`src/pslpc_params.svh`:
```
// Offsets, field positions, response codes and timing counts of the strap/LED/power block
`ifndef PSLPC_PARAMS_SVH
`define PSLPC_PARAMS_SVH
`define PSLPC_OFF_CTRL 12'h000
`define PSLPC_OFF_MODE 12'h004
`define PSLPC_OFF_STAT 12'h008
`define PSLPC_OFF_MASK 12'h00c
`define PSLPC_CTRL_SOFT_RST 0
`define PSLPC_CTRL_PWR_DOWN 1
`define PSLPC_CTRL_ISOLATE 2
`define PSLPC_CTRL_SPEED100 3
`define PSLPC_MODE_IFACE 0
`define PSLPC_MODE_EDPD_EN 1
`define PSLPC_STAT_ENERGY 0
`define PSLPC_STAT_REGULATOR_OFF_STRAP 1
`define PSLPC_STAT_IRQSEL 2
`define PSLPC_STAT_PD_ACT 3
`define PSLPC_STAT_EDPD_ACT 4
`define PSLPC_STAT_WAKE 5
`define PSLPC_MASK_ENERGY 0
`define PSLPC_CLK_HZ 50000000
`define PSLPC_SRST_MAX_NS 500000000
`define PSLPC_SRST_CYC 8
`define PSLPC_BLINK_CYC 2500000
`define PSLPC_RESP_OKAY 2'b00
`define PSLPC_RESP_SLVERR 2'b10
`endif

```
`src/pslpc_pkg.sv`:
```
// Types shared by the strap/LED/power block
`default_nettype none
package pslpc_pkg;
    typedef enum logic [3:0] {
        PSLPC_RUN = 4'b0001,
        PSLPC_PD = 4'b0010,
        PSLPC_EDPD = 4'b0100,
        PSLPC_RST = 4'b1000
    } pslpc_pwr_e;
endpackage
`default_nettype wire

```
`src/pslpc_top.sv`:
```
// Strap latching, LEDs, power-down and isolate control with AXI4-Lite regs
// Behaviour
// [RULE_01] Interface select strap captured as hardware reset releases.
// [RULE_02] Unpulled select strap means MII; pulled high means RMII.
// [RULE_03] Reset release loads mode bit; mode then follows that bit.
// [RULE_04] Soft reset keeps the mode bit and ignores the strap.
// [RULE_05] Regulator-off strap sampled at power-on; high disables regulator.
// [RULE_06] Shared-pin select strap latched at power-on and reset release.
// [RULE_07] Unpulled shared-pin strap selects the interrupt function.
// [RULE_08] Link LED on with valid link, blinking while carrier sense high.
// [RULE_09] Speed LED on at 100 Mbps, off at 10 Mbps or isolated.
// [RULE_10] Link LED active low when regulator-off strap latched high.
// [RULE_11] Speed LED active low when shared-pin strap latched high.
// [RULE_12] Power-down bit set powers down all but management.
// [RULE_13] Clearing power-down powers up with automatic internal reset.
// [RULE_14] Energy-detect mode without energy keeps only squelch and detect.
// [RULE_15] No transmit while energy flag low; energy sets flag, powers up.
// [RULE_16] Waking restores state and interrupts if energy interrupt unmasked.
// [RULE_17] MAC tolerates losing first one or two waking packets.
// [RULE_18] Energy-detect enable zero never enters energy-detect power-down.
// [RULE_19] Isolate ignores transmit inputs; management still answered.
// [RULE_20] Isolate bit is zero after power-up.
// [RULE_21] Soft reset bit self-clears, finishing within half a second.
// [RULE_22] Interrupt output in interrupt mode is active low.
`include "pslpc_params.svh"
`timescale 1ns/1ns
`default_nettype none
module pslpc_top #(
    parameter int BLINK_CYC = `PSLPC_BLINK_CYC,
    parameter int SRST_CYC = `PSLPC_SRST_CYC
) (
    input wire logic aclk,
    input wire logic aresetn,
    input wire logic ce,
    input wire logic por_n,
    input wire logic reduced_iface_select_strap,
    input wire logic regulator_off_strap,
    input wire logic irq_pin_select_strap,
    input wire logic link_valid,
    input wire logic carrier_sense,
    input wire logic line_energy,
    input wire logic [3:0] mac_txd,
    input wire logic mac_txen,
    input wire logic mac_txer,
    input wire logic [11:0] s_axi_awaddr,
    input wire logic s_axi_awvalid,
    output logic s_axi_awready,
    input wire logic [31:0] s_axi_wdata,
    input wire logic [3:0] s_axi_wstrb,
    input wire logic s_axi_wvalid,
    output logic s_axi_wready,
    output logic [1:0] s_axi_bresp,
    output logic s_axi_bvalid,
    input wire logic s_axi_bready,
    input wire logic [11:0] s_axi_araddr,
    input wire logic s_axi_arvalid,
    output logic s_axi_arready,
    output logic [31:0] s_axi_rdata,
    output logic [1:0] s_axi_rresp,
    output logic s_axi_rvalid,
    input wire logic s_axi_rready,
    output logic [3:0] core_txd,
    output logic core_txen,
    output logic core_txer,
    output logic iface_mode_field,
    output logic regulator_enable,
    output logic irq_out_n,
    output logic fifth_tx_data_bit,
    output logic link_activity_indicator,
    output logic speed_indicator,
    output logic core_power_on,
    output logic squelch_power_on,
    output logic core_reset
);
    if (BLINK_CYC < 2 || SRST_CYC < 1 ||
        SRST_CYC > `PSLPC_SRST_MAX_NS / 20) begin : g_bad_timing
        $error("pslpc_top: bad timing parameter");
    end

    ////////////////////////////////////////////////////////////////////////
    logic por_s, rsel_s, roff_s, isel_s, link_s, crs_s, nrg_s;
    // Strap and power-on syncs run through reset so release sees live levels
    pslpc_sync2 #(.INIT(1'b0)) u_s_por (.aclk(aclk), .aresetn(1'b1),
        .ce(ce), .d(por_n), .q(por_s));
    pslpc_sync2 #(.INIT(1'b0)) u_s_rsel (.aclk(aclk), .aresetn(1'b1),
        .ce(ce), .d(reduced_iface_select_strap), .q(rsel_s));
    pslpc_sync2 #(.INIT(1'b0)) u_s_roff (.aclk(aclk), .aresetn(1'b1),
        .ce(ce), .d(regulator_off_strap), .q(roff_s));
    pslpc_sync2 #(.INIT(1'b1)) u_s_isel (.aclk(aclk), .aresetn(1'b1),
        .ce(ce), .d(irq_pin_select_strap), .q(isel_s));
    pslpc_sync2 #(.INIT(1'b0)) u_s_link (.aclk(aclk), .aresetn(aresetn),
        .ce(ce), .d(link_valid), .q(link_s));
    pslpc_sync2 #(.INIT(1'b0)) u_s_crs (.aclk(aclk), .aresetn(aresetn),
        .ce(ce), .d(carrier_sense), .q(crs_s));
    pslpc_sync2 #(.INIT(1'b0)) u_s_nrg (.aclk(aclk), .aresetn(aresetn),
        .ce(ce), .d(line_energy), .q(nrg_s));

    ////////////////////////////////////////////////////////////////////////
    // Strap capture: first enabled cycle after reset release or power-on
    logic hw_first_r, por_done_r, iface_r, roff_r, isel_r;
    logic soft_load;
    logic [31:0] wr_data_r;
    always_ff @(posedge aclk) begin
        if (!aresetn) begin
            hw_first_r <= 1'b1;
        end else if (ce) begin
            hw_first_r <= 1'b0;
        end
    end
    // Power-on latch survives hardware reset; only por_n low rearms it
    always_ff @(posedge aclk) begin
        if (!por_s) begin
            por_done_r <= 1'b0;
        end else if (ce && !por_done_r) begin
            por_done_r <= 1'b1;
            roff_r <= roff_s; // RULE_05
        end
    end
    always_ff @(posedge aclk) begin
        if (ce && (hw_first_r || (por_s && !por_done_r))) begin
            isel_r <= isel_s; // RULE_06
        end
    end
    always_ff @(posedge aclk) begin
        if (!aresetn) begin
            iface_r <= 1'b0; // RULE_02
        end else if (ce) begin
            if (hw_first_r) begin
                iface_r <= rsel_s; // RULE_01
            end else if (soft_load) begin
                iface_r <= wr_data_r[`PSLPC_MODE_IFACE]; // RULE_03
            end
        end
    end

    ////////////////////////////////////////////////////////////////////////
    // AXI4-Lite slave: one write and one read at a time
    logic aw_hold_r, w_hold_r;
    logic [11:0] wr_addr_r;
    logic [3:0] wr_strb_r;
    logic wr_go;
    assign wr_go = aw_hold_r && w_hold_r && !s_axi_bvalid;
    assign soft_load = wr_go && wr_addr_r == `PSLPC_OFF_MODE && wr_strb_r[0];
    always_ff @(posedge aclk) begin
        if (!aresetn) begin
            aw_hold_r <= 1'b0;
            w_hold_r <= 1'b0;
            s_axi_awready <= 1'b0;
            s_axi_wready <= 1'b0;
            s_axi_bvalid <= 1'b0;
            s_axi_bresp <= `PSLPC_RESP_OKAY;
            wr_addr_r <= 12'h000;
            wr_data_r <= 32'h0000_0000;
            wr_strb_r <= 4'h0;
        end else if (ce) begin
            s_axi_awready <= !aw_hold_r && !s_axi_awready;
            s_axi_wready <= !w_hold_r && !s_axi_wready;
            if (s_axi_awvalid && s_axi_awready) begin
                aw_hold_r <= 1'b1;
                s_axi_awready <= 1'b0;
                wr_addr_r <= s_axi_awaddr;
            end
            if (s_axi_wvalid && s_axi_wready) begin
                w_hold_r <= 1'b1;
                s_axi_wready <= 1'b0;
                wr_data_r <= s_axi_wdata;
                wr_strb_r <= s_axi_wstrb;
            end
            if (wr_go) begin
                aw_hold_r <= 1'b0;
                w_hold_r <= 1'b0;
                s_axi_bvalid <= 1'b1;
                s_axi_bresp <= (wr_addr_r[11:4] == 8'h00 &&
                    wr_addr_r[1:0] == 2'b00) ? `PSLPC_RESP_OKAY :
                    `PSLPC_RESP_SLVERR;
            end else if (s_axi_bvalid && s_axi_bready) begin
                s_axi_bvalid <= 1'b0;
            end
        end
    end

    ////////////////////////////////////////////////////////////////////////
    // Control bits; soft reset clears all but the mode bit and wake_r
    logic srst_r, pd_r, iso_r, spd_r, edpd_en_r, mask_r, wake_r;
    logic srst_done;
    logic wr_ctrl, wr_mode, wr_stat, wr_mask;
    assign wr_ctrl = wr_go && wr_addr_r == `PSLPC_OFF_CTRL && wr_strb_r[0];
    assign wr_mode = soft_load;
    assign wr_stat = wr_go && wr_addr_r == `PSLPC_OFF_STAT && wr_strb_r[0];
    assign wr_mask = wr_go && wr_addr_r == `PSLPC_OFF_MASK && wr_strb_r[0];
    always_ff @(posedge aclk) begin
        if (!aresetn) begin
            srst_r <= 1'b0;
            pd_r <= 1'b0;
            iso_r <= 1'b0; // RULE_20
            spd_r <= 1'b0;
            edpd_en_r <= 1'b0;
            mask_r <= 1'b0;
        end else if (ce) begin
            if (srst_done) begin
                srst_r <= 1'b0; // RULE_21
                pd_r <= 1'b0;
                iso_r <= 1'b0;
                spd_r <= 1'b0;
                edpd_en_r <= 1'b0;
                mask_r <= 1'b0;
            end else begin
                if (wr_ctrl) begin
                    srst_r <= srst_r | wr_data_r[`PSLPC_CTRL_SOFT_RST];
                    pd_r <= wr_data_r[`PSLPC_CTRL_PWR_DOWN];
                    iso_r <= wr_data_r[`PSLPC_CTRL_ISOLATE];
                    spd_r <= wr_data_r[`PSLPC_CTRL_SPEED100];
                end
                if (wr_mode) begin
                    edpd_en_r <= wr_data_r[`PSLPC_MODE_EDPD_EN];
                end
                if (wr_mask) begin
                    mask_r <= wr_data_r[`PSLPC_MASK_ENERGY];
                end
            end
        end
    end

    ////////////////////////////////////////////////////////////////////////
    // Power state machine
    pslpc_pkg::pslpc_pwr_e pwr_r, pwr_nxt;
    logic [31:0] rst_cnt_r;
    logic wake_evt;
    assign srst_done = pwr_r == pslpc_pkg::PSLPC_RST && srst_r &&
        rst_cnt_r == 32'(SRST_CYC - 1);
    always_comb begin
        pwr_nxt = pwr_r;
        unique case (pwr_r)
            pslpc_pkg::PSLPC_RUN: begin
                if (srst_r) begin
                    pwr_nxt = pslpc_pkg::PSLPC_RST;
                end else if (pd_r) begin
                    pwr_nxt = pslpc_pkg::PSLPC_PD; // RULE_12
                end else if (edpd_en_r && !nrg_s) begin
                    pwr_nxt = pslpc_pkg::PSLPC_EDPD; // RULE_14 RULE_18
                end
            end
            pslpc_pkg::PSLPC_PD: begin
                if (srst_r || !pd_r) begin
                    pwr_nxt = pslpc_pkg::PSLPC_RST; // RULE_13
                end
            end
            pslpc_pkg::PSLPC_EDPD: begin
                if (srst_r || pd_r || nrg_s || !edpd_en_r) begin
                    pwr_nxt = pslpc_pkg::PSLPC_RUN; // RULE_15
                end
            end
            pslpc_pkg::PSLPC_RST: begin
                if (rst_cnt_r == 32'(SRST_CYC - 1)) begin
                    pwr_nxt = pslpc_pkg::PSLPC_RUN;
                end
            end
            default: pwr_nxt = pslpc_pkg::PSLPC_RUN;
        endcase
    end
    assign wake_evt = pwr_r == pslpc_pkg::PSLPC_EDPD && nrg_s;
    always_ff @(posedge aclk) begin
        if (!aresetn) begin
            pwr_r <= pslpc_pkg::PSLPC_RUN;
            rst_cnt_r <= 32'h0000_0000;
        end else if (ce) begin
            pwr_r <= pwr_nxt;
            rst_cnt_r <= (pwr_r == pslpc_pkg::PSLPC_RST) ?
                rst_cnt_r + 32'h0000_0001 : 32'h0000_0000;
        end
    end
    // Sticky wake flag: a set in the clearing cycle wins
    always_ff @(posedge aclk) begin
        if (!aresetn) begin
            wake_r <= 1'b0;
        end else if (ce) begin
            if (wake_evt) begin
                wake_r <= 1'b1; // RULE_16
            end else if (wr_stat && wr_data_r[`PSLPC_STAT_WAKE]) begin
                wake_r <= 1'b0;
            end
        end
    end

    ////////////////////////////////////////////////////////////////////////
    // Read channel
    always_ff @(posedge aclk) begin
        if (!aresetn) begin
            s_axi_arready <= 1'b0;
            s_axi_rvalid <= 1'b0;
            s_axi_rdata <= 32'h0000_0000;
            s_axi_rresp <= `PSLPC_RESP_OKAY;
        end else if (ce) begin
            s_axi_arready <= !s_axi_rvalid && !s_axi_arready;
            if (s_axi_arvalid && s_axi_arready) begin
                s_axi_arready <= 1'b0;
                s_axi_rvalid <= 1'b1;
                s_axi_rresp <= `PSLPC_RESP_OKAY;
                s_axi_rdata <= 32'h0000_0000;
                case (s_axi_araddr)
                    `PSLPC_OFF_CTRL: s_axi_rdata <= {28'h000_0000,
                        spd_r, iso_r, pd_r, srst_r};
                    `PSLPC_OFF_MODE: s_axi_rdata <= {30'h0000_0000,
                        edpd_en_r, iface_r};
                    `PSLPC_OFF_STAT: s_axi_rdata <= {26'h000_0000, wake_r,
                        pwr_r == pslpc_pkg::PSLPC_EDPD,
                        pwr_r == pslpc_pkg::PSLPC_PD, isel_r, roff_r,
                        nrg_s};
                    `PSLPC_OFF_MASK: s_axi_rdata <= {31'h0000_0000, mask_r};
                    default: s_axi_rresp <= `PSLPC_RESP_SLVERR;
                endcase
            end else if (s_axi_rvalid && s_axi_rready) begin
                s_axi_rvalid <= 1'b0;
            end
        end
    end

    ////////////////////////////////////////////////////////////////////////
    // Datapath gating, power, interrupt
    logic running, tx_pass;
    assign running = pwr_r == pslpc_pkg::PSLPC_RUN;
    assign tx_pass = running && !iso_r;
    always_ff @(posedge aclk) begin
        if (!aresetn) begin
            core_txd <= 4'h0;
            core_txen <= 1'b0;
            core_txer <= 1'b0;
            fifth_tx_data_bit <= 1'b0;
            core_power_on <= 1'b1;
            squelch_power_on <= 1'b1;
            core_reset <= 1'b1;
            iface_mode_field <= 1'b0;
            regulator_enable <= 1'b1;
            irq_out_n <= 1'b1;
        end else if (ce) begin
            // MAC signals come from logic on aclk; no synchroniser
            core_txd <= tx_pass ? mac_txd : 4'h0; // RULE_19
            core_txen <= tx_pass && mac_txen; // RULE_15 RULE_19
            core_txer <= tx_pass && mac_txer && !isel_r;
            fifth_tx_data_bit <= tx_pass && mac_txer && !isel_r;
            core_power_on <= pwr_nxt == pslpc_pkg::PSLPC_RUN ||
                pwr_nxt == pslpc_pkg::PSLPC_RST; // RULE_12 RULE_14
            squelch_power_on <= pwr_nxt != pslpc_pkg::PSLPC_PD;
            core_reset <= pwr_nxt == pslpc_pkg::PSLPC_RST; // RULE_13
            iface_mode_field <= iface_r; // RULE_04
            regulator_enable <= !(por_done_r && roff_r);
            irq_out_n <= !(isel_r && wake_r && mask_r); // RULE_07 RULE_22
        end
    end

    ////////////////////////////////////////////////////////////////////////
    // LEDs
    logic [31:0] blink_cnt_r;
    logic blink_r, link_on, speed_on;
    always_ff @(posedge aclk) begin
        if (!aresetn) begin
            blink_cnt_r <= 32'h0000_0000;
            blink_r <= 1'b1;
        end else if (ce) begin
            if (!crs_s) begin
                blink_cnt_r <= 32'h0000_0000;
                blink_r <= 1'b1;
            end else if (blink_cnt_r == 32'(BLINK_CYC - 1)) begin
                blink_cnt_r <= 32'h0000_0000;
                blink_r <= !blink_r;
            end else begin
                blink_cnt_r <= blink_cnt_r + 32'h0000_0001;
            end
        end
    end
    assign link_on = link_s && blink_r && running; // RULE_08
    assign speed_on = spd_r && !iso_r && running; // RULE_09
    pslpc_led u_led_link (.aclk(aclk), .aresetn(aresetn), .ce(ce),
        .on(link_on), .active_low(roff_r), // RULE_10
        .pin(link_activity_indicator));
    pslpc_led u_led_speed (.aclk(aclk), .aresetn(aresetn), .ce(ce),
        .on(speed_on), .active_low(isel_r), // RULE_11
        .pin(speed_indicator));

    ////////////////////////////////////////////////////////////////////////
    a_iso_blocks_tx: assert property (@(posedge aclk) disable iff (!aresetn)
        ce && iso_r |=> !core_txen) // RULE_19
        else $error("tx passed while isolated");
    a_edpd_no_entry: assert property (@(posedge aclk) disable iff (!aresetn)
        !edpd_en_r && running |=> pwr_r != pslpc_pkg::PSLPC_EDPD) // RULE_18
        else $error("edpd entered while disabled");
    a_pd_core_off: assert property (@(posedge aclk) disable iff (!aresetn)
        ce && pwr_r == pslpc_pkg::PSLPC_PD && pd_r && !srst_r
        |=> !core_power_on) // RULE_12
        else $error("core powered in power down");
    a_pd_exit_rst: assert property (@(posedge aclk) disable iff (!aresetn)
        ce && pwr_r == pslpc_pkg::PSLPC_PD && !pd_r |=> core_reset) // RULE_13
        else $error("no reset after power down");
    a_srst_clears: assert property (@(posedge aclk) disable iff (!aresetn)
        ce && srst_done |=> !srst_r && !iso_r) // RULE_21
        else $error("soft reset not self cleared");
    a_iface_strap: assert property (@(posedge aclk) disable iff (!aresetn)
        ce && hw_first_r |=> iface_r == $past(rsel_s)) // RULE_01
        else $error("mode strap not captured");
    a_iface_hold: assert property (@(posedge aclk) disable iff (!aresetn)
        ce && !hw_first_r && !soft_load |=> $stable(iface_r)) // RULE_04
        else $error("mode bit moved without write");
    a_led_pol: assert property (@(posedge aclk) disable iff (!aresetn)
        ce ##1 ce |=> speed_indicator == ($past(speed_on) ^ $past(isel_r)))
        // RULE_11
        else $error("speed led polarity wrong");
    a_wake_irq: assert property (@(posedge aclk) disable iff (!aresetn)
        ce && wake_evt && mask_r && isel_r ##1 ce |=> !irq_out_n) // RULE_16
        else $error("wake interrupt missing");
endmodule
`default_nettype wire

```
`src/pslpc_sync2.sv`:
```
// Two-flop synchroniser for one asynchronous level
`timescale 1ns/1ns
`default_nettype none
module pslpc_sync2 #(
    parameter logic INIT = 1'b0
) (
    input wire logic aclk,
    input wire logic aresetn,
    input wire logic ce,
    input wire logic d,
    output logic q
);
    logic meta_r;
    always_ff @(posedge aclk) begin
        if (!aresetn) begin
            meta_r <= INIT;
            q <= INIT;
        end else if (ce) begin
            meta_r <= d;
            q <= meta_r;
        end
    end
endmodule
`default_nettype wire

```
`src/pslpc_led.sv`:
```
// One LED driver with strap-chosen polarity
`timescale 1ns/1ns
`default_nettype none
module pslpc_led (
    input wire logic aclk,
    input wire logic aresetn,
    input wire logic ce,
    input wire logic on,
    input wire logic active_low,
    output logic pin
);
    always_ff @(posedge aclk) begin
        if (!aresetn) begin
            pin <= 1'b0;
        end else if (ce) begin
            pin <= on ^ active_low;
        end
    end
endmodule
`default_nettype wire

```
`config.mk`:
```
export PLATFORM = sky130hd
export DESIGN_NAME = pslpc_top
export DESIGN_NICKNAME = d
export VERILOG_FILES = /design/src/pslpc_pkg.sv /design/src/pslpc_top.sv /design/src/pslpc_sync2.sv /design/src/pslpc_led.sv
export VERILOG_INCLUDE_DIRS = /design/src
export SDC_FILE = /design/constraint.sdc
export NUM_CORES = 1
export LEC_CHECK = 0
export ABC_AREA = 1
export BUFFER_PORTS_ARGS = -buffer_cell sky130_fd_sc_hd__buf_2
export CAP_MARGIN = 5
export CORE_ASPECT_RATIO = 2
export CORE_MARGIN = 5
export CORE_UTILIZATION = 30
export DETAILED_ROUTE_END_ITERATION = 8
export HOLD_SLACK_MARGIN = 0.08
export RECOVER_POWER = 100
export SLEW_MARGIN = 20
export SYNTH_ARGS = -nofsm -noshare
export SYNTH_HDL_FRONTEND = slang
export SYNTH_SLANG_ARGS = --single-unit
```
`constraint.sdc`:
```
create_clock -name aclk -period 2.3 [get_ports aclk]
set_input_delay 0 -clock aclk [delete_from_list [all_inputs] [get_ports aclk]]
set_output_delay 0 -clock aclk [all_outputs]
set_load 0.005 [all_outputs]
```
== Yosys cells after proc, flatten, opt, wreduce, memory -nomap -nowiden ==
Index checks and enable logic that the tools add are counted.
Storage, ports and cells
  bits in latches: 0
  memory bits (read-only): 0
  memories kept: 0
  output and inout bits: 56
  word-level logic and storage cells: 207
  flip-flop bits (word level): 171
  RAM bits: 0
Operators by class
  eq/ne operators: 16
  $add $sub $neg: 2
  muxes and demuxes: 43
  magnitude comparators: 0
  divide/modulo/power cells: 0
  multipliers: 0
  bitwise logic cells: 3
  reductions and logical operators: 89
  shift operators: 0
Operators with widths (number)
  two-way mux 32 bit: 3
  adder 32 x 1 -> 32 bit, second input constant: 2
  equality test 12 x 4 -> 1 bit, second input constant: 4
  logical AND 1 bit: 38
  equality test 32 x 22 -> 1 bit, second input constant: 1
  equality test 32 x 3 -> 1 bit, second input constant: 1
  AND reduction 2 bit: 15
  two-way mux 1 bit: 29
  two-way mux 4 bit: 7
  equality test 12 x 3 -> 1 bit, second input constant: 2
  logical NOT 12 bit: 2
  one-hot mux 6 bit (4 select lines): 1
  nonzero test 2 bit: 9
  logical NOT 1 bit: 16
  one-hot mux 4 bit (4 select lines): 1
  equality test 4 x 1 -> 1 bit, second input constant: 2
  equality test 4 bit, second input constant: 2
  logical NOT 8 bit: 1
  logical OR 1 bit: 6
  equality test 4 x 2 -> 1 bit, second input constant: 1
  equality test 4 x 3 -> 1 bit, second input constant: 1
  two-way mux 2 bit: 2
  inequality test 4 x 2 -> 1 bit, second input constant: 1
  OR reduction 4 bit: 1
  other kinds (4): 5

== Depth between registers and ports, before layout ==
  word-level depth: 8
  gate-level depth with buffers: 11

== Cells and area by module ==
A second synthesis with hierarchy kept.
Unflattened totals
  cells, all modules: 1090
  area total of the unflattened synthesis: 7302.0 µm²
By module, submodules not included
  pslpc_top: cells each 991, area an instance 6642.6 µm², times used 1, seq. area each 2542.4 µm²
  pslpc_sync2 at u_s_crs ...: cells each 12, area an instance 80.1 µm², times used 6, seq. area each 40.0 µm²
  pslpc_led: cells each 9, area an instance 55.1 µm², times used 2, seq. area each 20.0 µm²
  pslpc_sync2 at u_s_isel: cells each 9, area an instance 68.8 µm², times used 1, seq. area each 40.0 µm²

== Worst setup path before layout ==
OpenSTA, ideal clock, no wires.
  path type: reg2reg
  start: register rst_cnt_r[0]
  end: register rst_cnt_r[26]
  path slack: 0.722 ns
  clock period less this slack: 1.578 ns
  data required time: 2.187 ns
  data arrival time: 1.465 ns
  stages on the path, launching flop included: 9
  path through: dfxtp_1 > ha_1 > nand2_1 > nor3_4 > nand3_4 > nor2_8 > nand4_1 > nor2_1 > nor2_1
On the way
  longest elaborated chain between the ends: 2
RTL lines
  from (decl): line pslpc_top.sv:227  | logic [31:0] rst_cnt_r;
  from (signal assigned): line pslpc_top.sv:268  | rst_cnt_r <= (pwr_r == pslpc_pkg::PSLPC_RST) ?
  adder 32 x 1 -> 32 bit: line pslpc_top.sv:269  | rst_cnt_r + 32'h0000_0001 : 32'h0000_0000;
  two-way mux 32 bit: line pslpc_top.sv:268
No other way between the ends.
A chain may end at the register's enable or synchronous reset.

== Worst setup path in the final report ==
  start: input port s_axi_araddr[0]
  end: register s_axi_rdata[4]
On the way
  longest elaborated chain between the ends: 2
  elaborated cells on any way between the ends: 5
  classes of those cells: 3 x eq/ne; 1 x mux; 1 x reduce/logical
RTL lines
  from (decl): line pslpc_top.sv:55  | input wire logic [11:0] s_axi_araddr,
  equality test 12 x 4 -> 1 bit, or another cell as far along: line pslpc_top.sv:300  | case (s_axi_araddr)
  one-hot mux 6 bit (4 select lines) (*): line pslpc_top.sv:300
  to (signal assigned): line pslpc_top.sv:301  | `PSLPC_OFF_CTRL: s_axi_rdata <= {28'h000_0000,
  to (signal assigned): line pslpc_top.sv:303  | `PSLPC_OFF_MODE: s_axi_rdata <= {30'h0000_0000,
  to (signal assigned): line pslpc_top.sv:305  | `PSLPC_OFF_STAT: s_axi_rdata <= {26'h000_0000, wake_r,
  to (decl): line pslpc_top.sv:58  | output logic [31:0] s_axi_rdata,
Every way passes the cells marked *; elsewhere a longest branch is shown, timed or not.

==> metrics.md <==
| Metric | Value |
|---|---|
| Status | `finished with violations` |
| Failing checks | `max-capacitance violations, max-slew violations` |
| GRT Total Usage | `14.5%` |
| Global-route wire length before repair | `31,300 um` |
| Worst hold slack | `96.7 ps` |
| Ys flop type | `dfxtp_1` |
| Max Freq | `approximately 450 MHz` |
| Seq/Total Area, Yosys | `41.4%` |
| Worst VDD drop | `0.393 mV` |
| Max Cap Viol | `1` |
| Worst path required time | `~2700 ps` |
| Power density cells | `656 nW/um^2` |
| Commonest cells post-synth | `200 x nand2_1, 176 x nor2_1, 132 x dfxtp_1` |
| Worst path cell trace | `dlygate4sd3_1 -> clkbuf_1 -> nor2_2 -> dlygate4sd3_1 -> inv_1 -> nor3_1 -> dlygate4sd3_1 -> nand3_1 -> a21oi_1` |
| # nets final | `1,231` |
| Pre-antenna DRT Iters | `6` |
| Drc violations | `0` |
| Slew @ Worst Pin | `1650 ps` |
| Top-count cell post-synth | `nand2_1` |
| DR vias | `6,911` |
| Synth warnings | `0` |
| CTS tree | `done` |
| Critical Path Max Stage Delay | `620 ps` |
| Max transition margin | `-10.3%` |
| Register clock-pin slew on the reported worst setup and hold paths | `roughly 70 ps` |
| Initial antenna violation count | `0` |
| Core ar. | `23,300 um^2` |
| Post-CTS Setup Bufs | `0` |
| Clock Tree Root | `clkbuf_16` |
| Largest net degree at the start of global routing | `38` |
| Worst-case clock buffer depth | `2` |
| CP Data Arrival Time | `about 2600 ps` |
| Post-DP Area | `7720 um^2` |
| FF+latch count, synth | `142` |
| Setup TNS | `0 ps` |
| Die width | `about 120 um` |
| CP max FO | `4` |
| WL final | `19,700 um` |
| Post-placement cell count | `between 1,000 and 1,500` |
| N_diodes | `0` |
| Skew-Pair Late Insertion Delay | `440 ps` |
| # H-tree levels | `4` |
| Synth Cell Area | `7110 um^2` |
| Asr flop ratio synth | `0%` |
| Routed Antenna Nets | `0` |
| LEAKAGE | `0.00346 uW` |
| Yosys top cell area share | `a little under two fifths` |
| Vias in the first global route | `6,713` |
| Buffers on Ports | `78` |
| RSZ-0062 raised after global routing | `false` |
| Routability cong. | `between 0.8 and 0.9` |
| Cell Count, Final, Fillers Out | `1,444` |
| Pins Over Slew Limit | `36` |
| Core Rows | `slightly below 80` |
| Post-DP HPWL | `between 10,000 and 15,000 um` |
| Area grow syn2layout | `22.1%` |
| Clk sink count | `142` |
| Starting DRT DRC Count | `301` |
| Vias per cell | `4.79` |
| HP Class | `input pin to flip-flop` |
| Synth area leaders | `dfxtp_1 37%, nand2_1 11%, nor2_1 9.3%` |
| Critical path's slowest cell | `dlygate4sd3_1` |
| Clk_skew | `11.7 ps` |
| Tcrit/Tclk final | `97.2%` |
| Crit path time final | `2240 ps` |
| Layout Utilization | `between 30% and 40%` |
| Share of cells above drive strength 1 | `9.73%` |
| Starting density of the core | `30.5%` |
| WS Path Type | `input pin to flip-flop` |
| Die area | `27,100 um^2` |
| Final global-route overflow total | `0` |
| Ports | `137` |
| Setup Viol. Count Final | `0` |
| Largest area contributor in the netlist | `dfxtp_1` |
| Number of synthesized flops with an enable pin | `10` |
| Hold Violations, Final | `0` |
| WL per Instance | `13.7 um` |
| Synth Area per Inst | `about 7.0 um^2` |
| Count of cell types in the netlist | `between 40 and 50` |
| Total CTS buffers | `17` |
| Die height | `228 um` |
| CP startpoint kind | `input pin` |
| Most used cell along the critical path | `dlygate4sd3_1` |
| CP endpoint kind | `flip-flop` |
| Post-route cell area | `8680 um^2` |
| Mapped Cells | `1,020` |
metrics by stage:
step           total power (uW)  setup slack, ps
2_1_floorplan              2900              722
3_3_place_gp               3020              377
3_5_place_dp               3030              378
4_1_cts                    5780             54.5
5_1_grt                    5930             4.17
6_report                   5700             63.4
kinds of logic (layout without fill, tap and decap cells):
| group | after synthesis | after routing | synth area share (%) |
|---|---|---|---|
| AO/OA/AOI/OAI | 158 | 158 | 11.8 |
| XOR/XNOR | 23 | 23 | 2.83 |
| adder cells (fa/ha/maj) | 2 | 2 | 0.352 |
| buffers and inverters | 169 | 283 | 10.8 |
| flip-flops | 142 | 142 | 41.4 |
| other | 1 | 28 | 0.0527 |
| AND/OR/NAND/NOR | 525 | 525 | 32.8 |
report_power, final:
group	total [uW]	leakage, uW	internal [uW]	switching [uW]
Clock	2670	0.000273	1540	1140
Combinational	419	0.00201	174	245
Sequential	2600	0.00117	2560	42.3
Total	5700	0.00346	4270	1430
final cells by class:
type,count,area (um^2)
repair buffers,138,921
fillers,2527,14600
clock buffers,19,443
well taps,283,354
clock inverters,13,128
inverters,113,424
flip-flops and latches,142,2940
multi-input cells,736,3470
path summary, 6_finish.rpt:
path | depth (start not counted) | endpoint | slack (ps) | start
worst min register to register | 0 | u_s_isel.q | 420 | u_s_isel.meta_r
worst max-delay path | 9 | s_axi_rdata[4] | 60 | s_axi_araddr[0]
worst min-delay path | 6 | s_axi_rdata[0] | 100 | s_axi_araddr[1]
worst max register to register | 7 | rst_cnt_r[27] | 210 | rst_cnt_r[2]
state kept, by name, summed over array words and instances (netlist names), 4 cells and up:
| register | count |
|---|---|
| s_axi_rdata | 6 |
| wr_data_r | 5 |
| pwr_r | 4 |
| wr_addr_r | 12 |
| core_txd | 4 |
| blink_cnt_r | 32 |
| rst_cnt_r | 32 |
cell usage in the layout (no fill, tap or decap), drive strengths merged, types with 3 or more instances in the layout:
cell type / count
a211oi: 4
a21oi: 80
buf: 63
clkbuf: 46
clkinv: 6
clkinvlp: 3
conb: 28
dfxtp: 132
dlygate4sd3: 48
edfxtp: 10
inv: 116
nand2: 205
nand3: 71
nand3b: 6
nand4: 24
nor2: 179
nor3: 31
nor4: 6
o21ai: 62
or2: 3
xnor2: 4
xor2: 19
worst max-delay path, delay by kind of cell:
family	cells	cell delay [ps]
simple gates	3	490
buf+inv	5	1980
compound gates	1	150
layer usage:
| layer | part of all wire (%) | global-route usage, % | vias to the layer above |
|---|---|---|---|
| li1 | - | - | 3512 |
| met1 | 35 | 12.7 | 3187 |
| met2 | 56 | 28.5 | 146 |
| met3 | 2.7 | 2.65 | 66 |
| met4 | 5.6 | 10.3 | 0 |
| met5 | 0 | 0 | - |
what timing repair did:
item | CTS | global route
gates resized for setup | 0 | 2
hold buffers | 48 | 0
endpoints found under the setup margin | 0 | 6
hold endpoints to repair | 45 | 0
No activity file was read; power rests on OpenSTA's default activity.
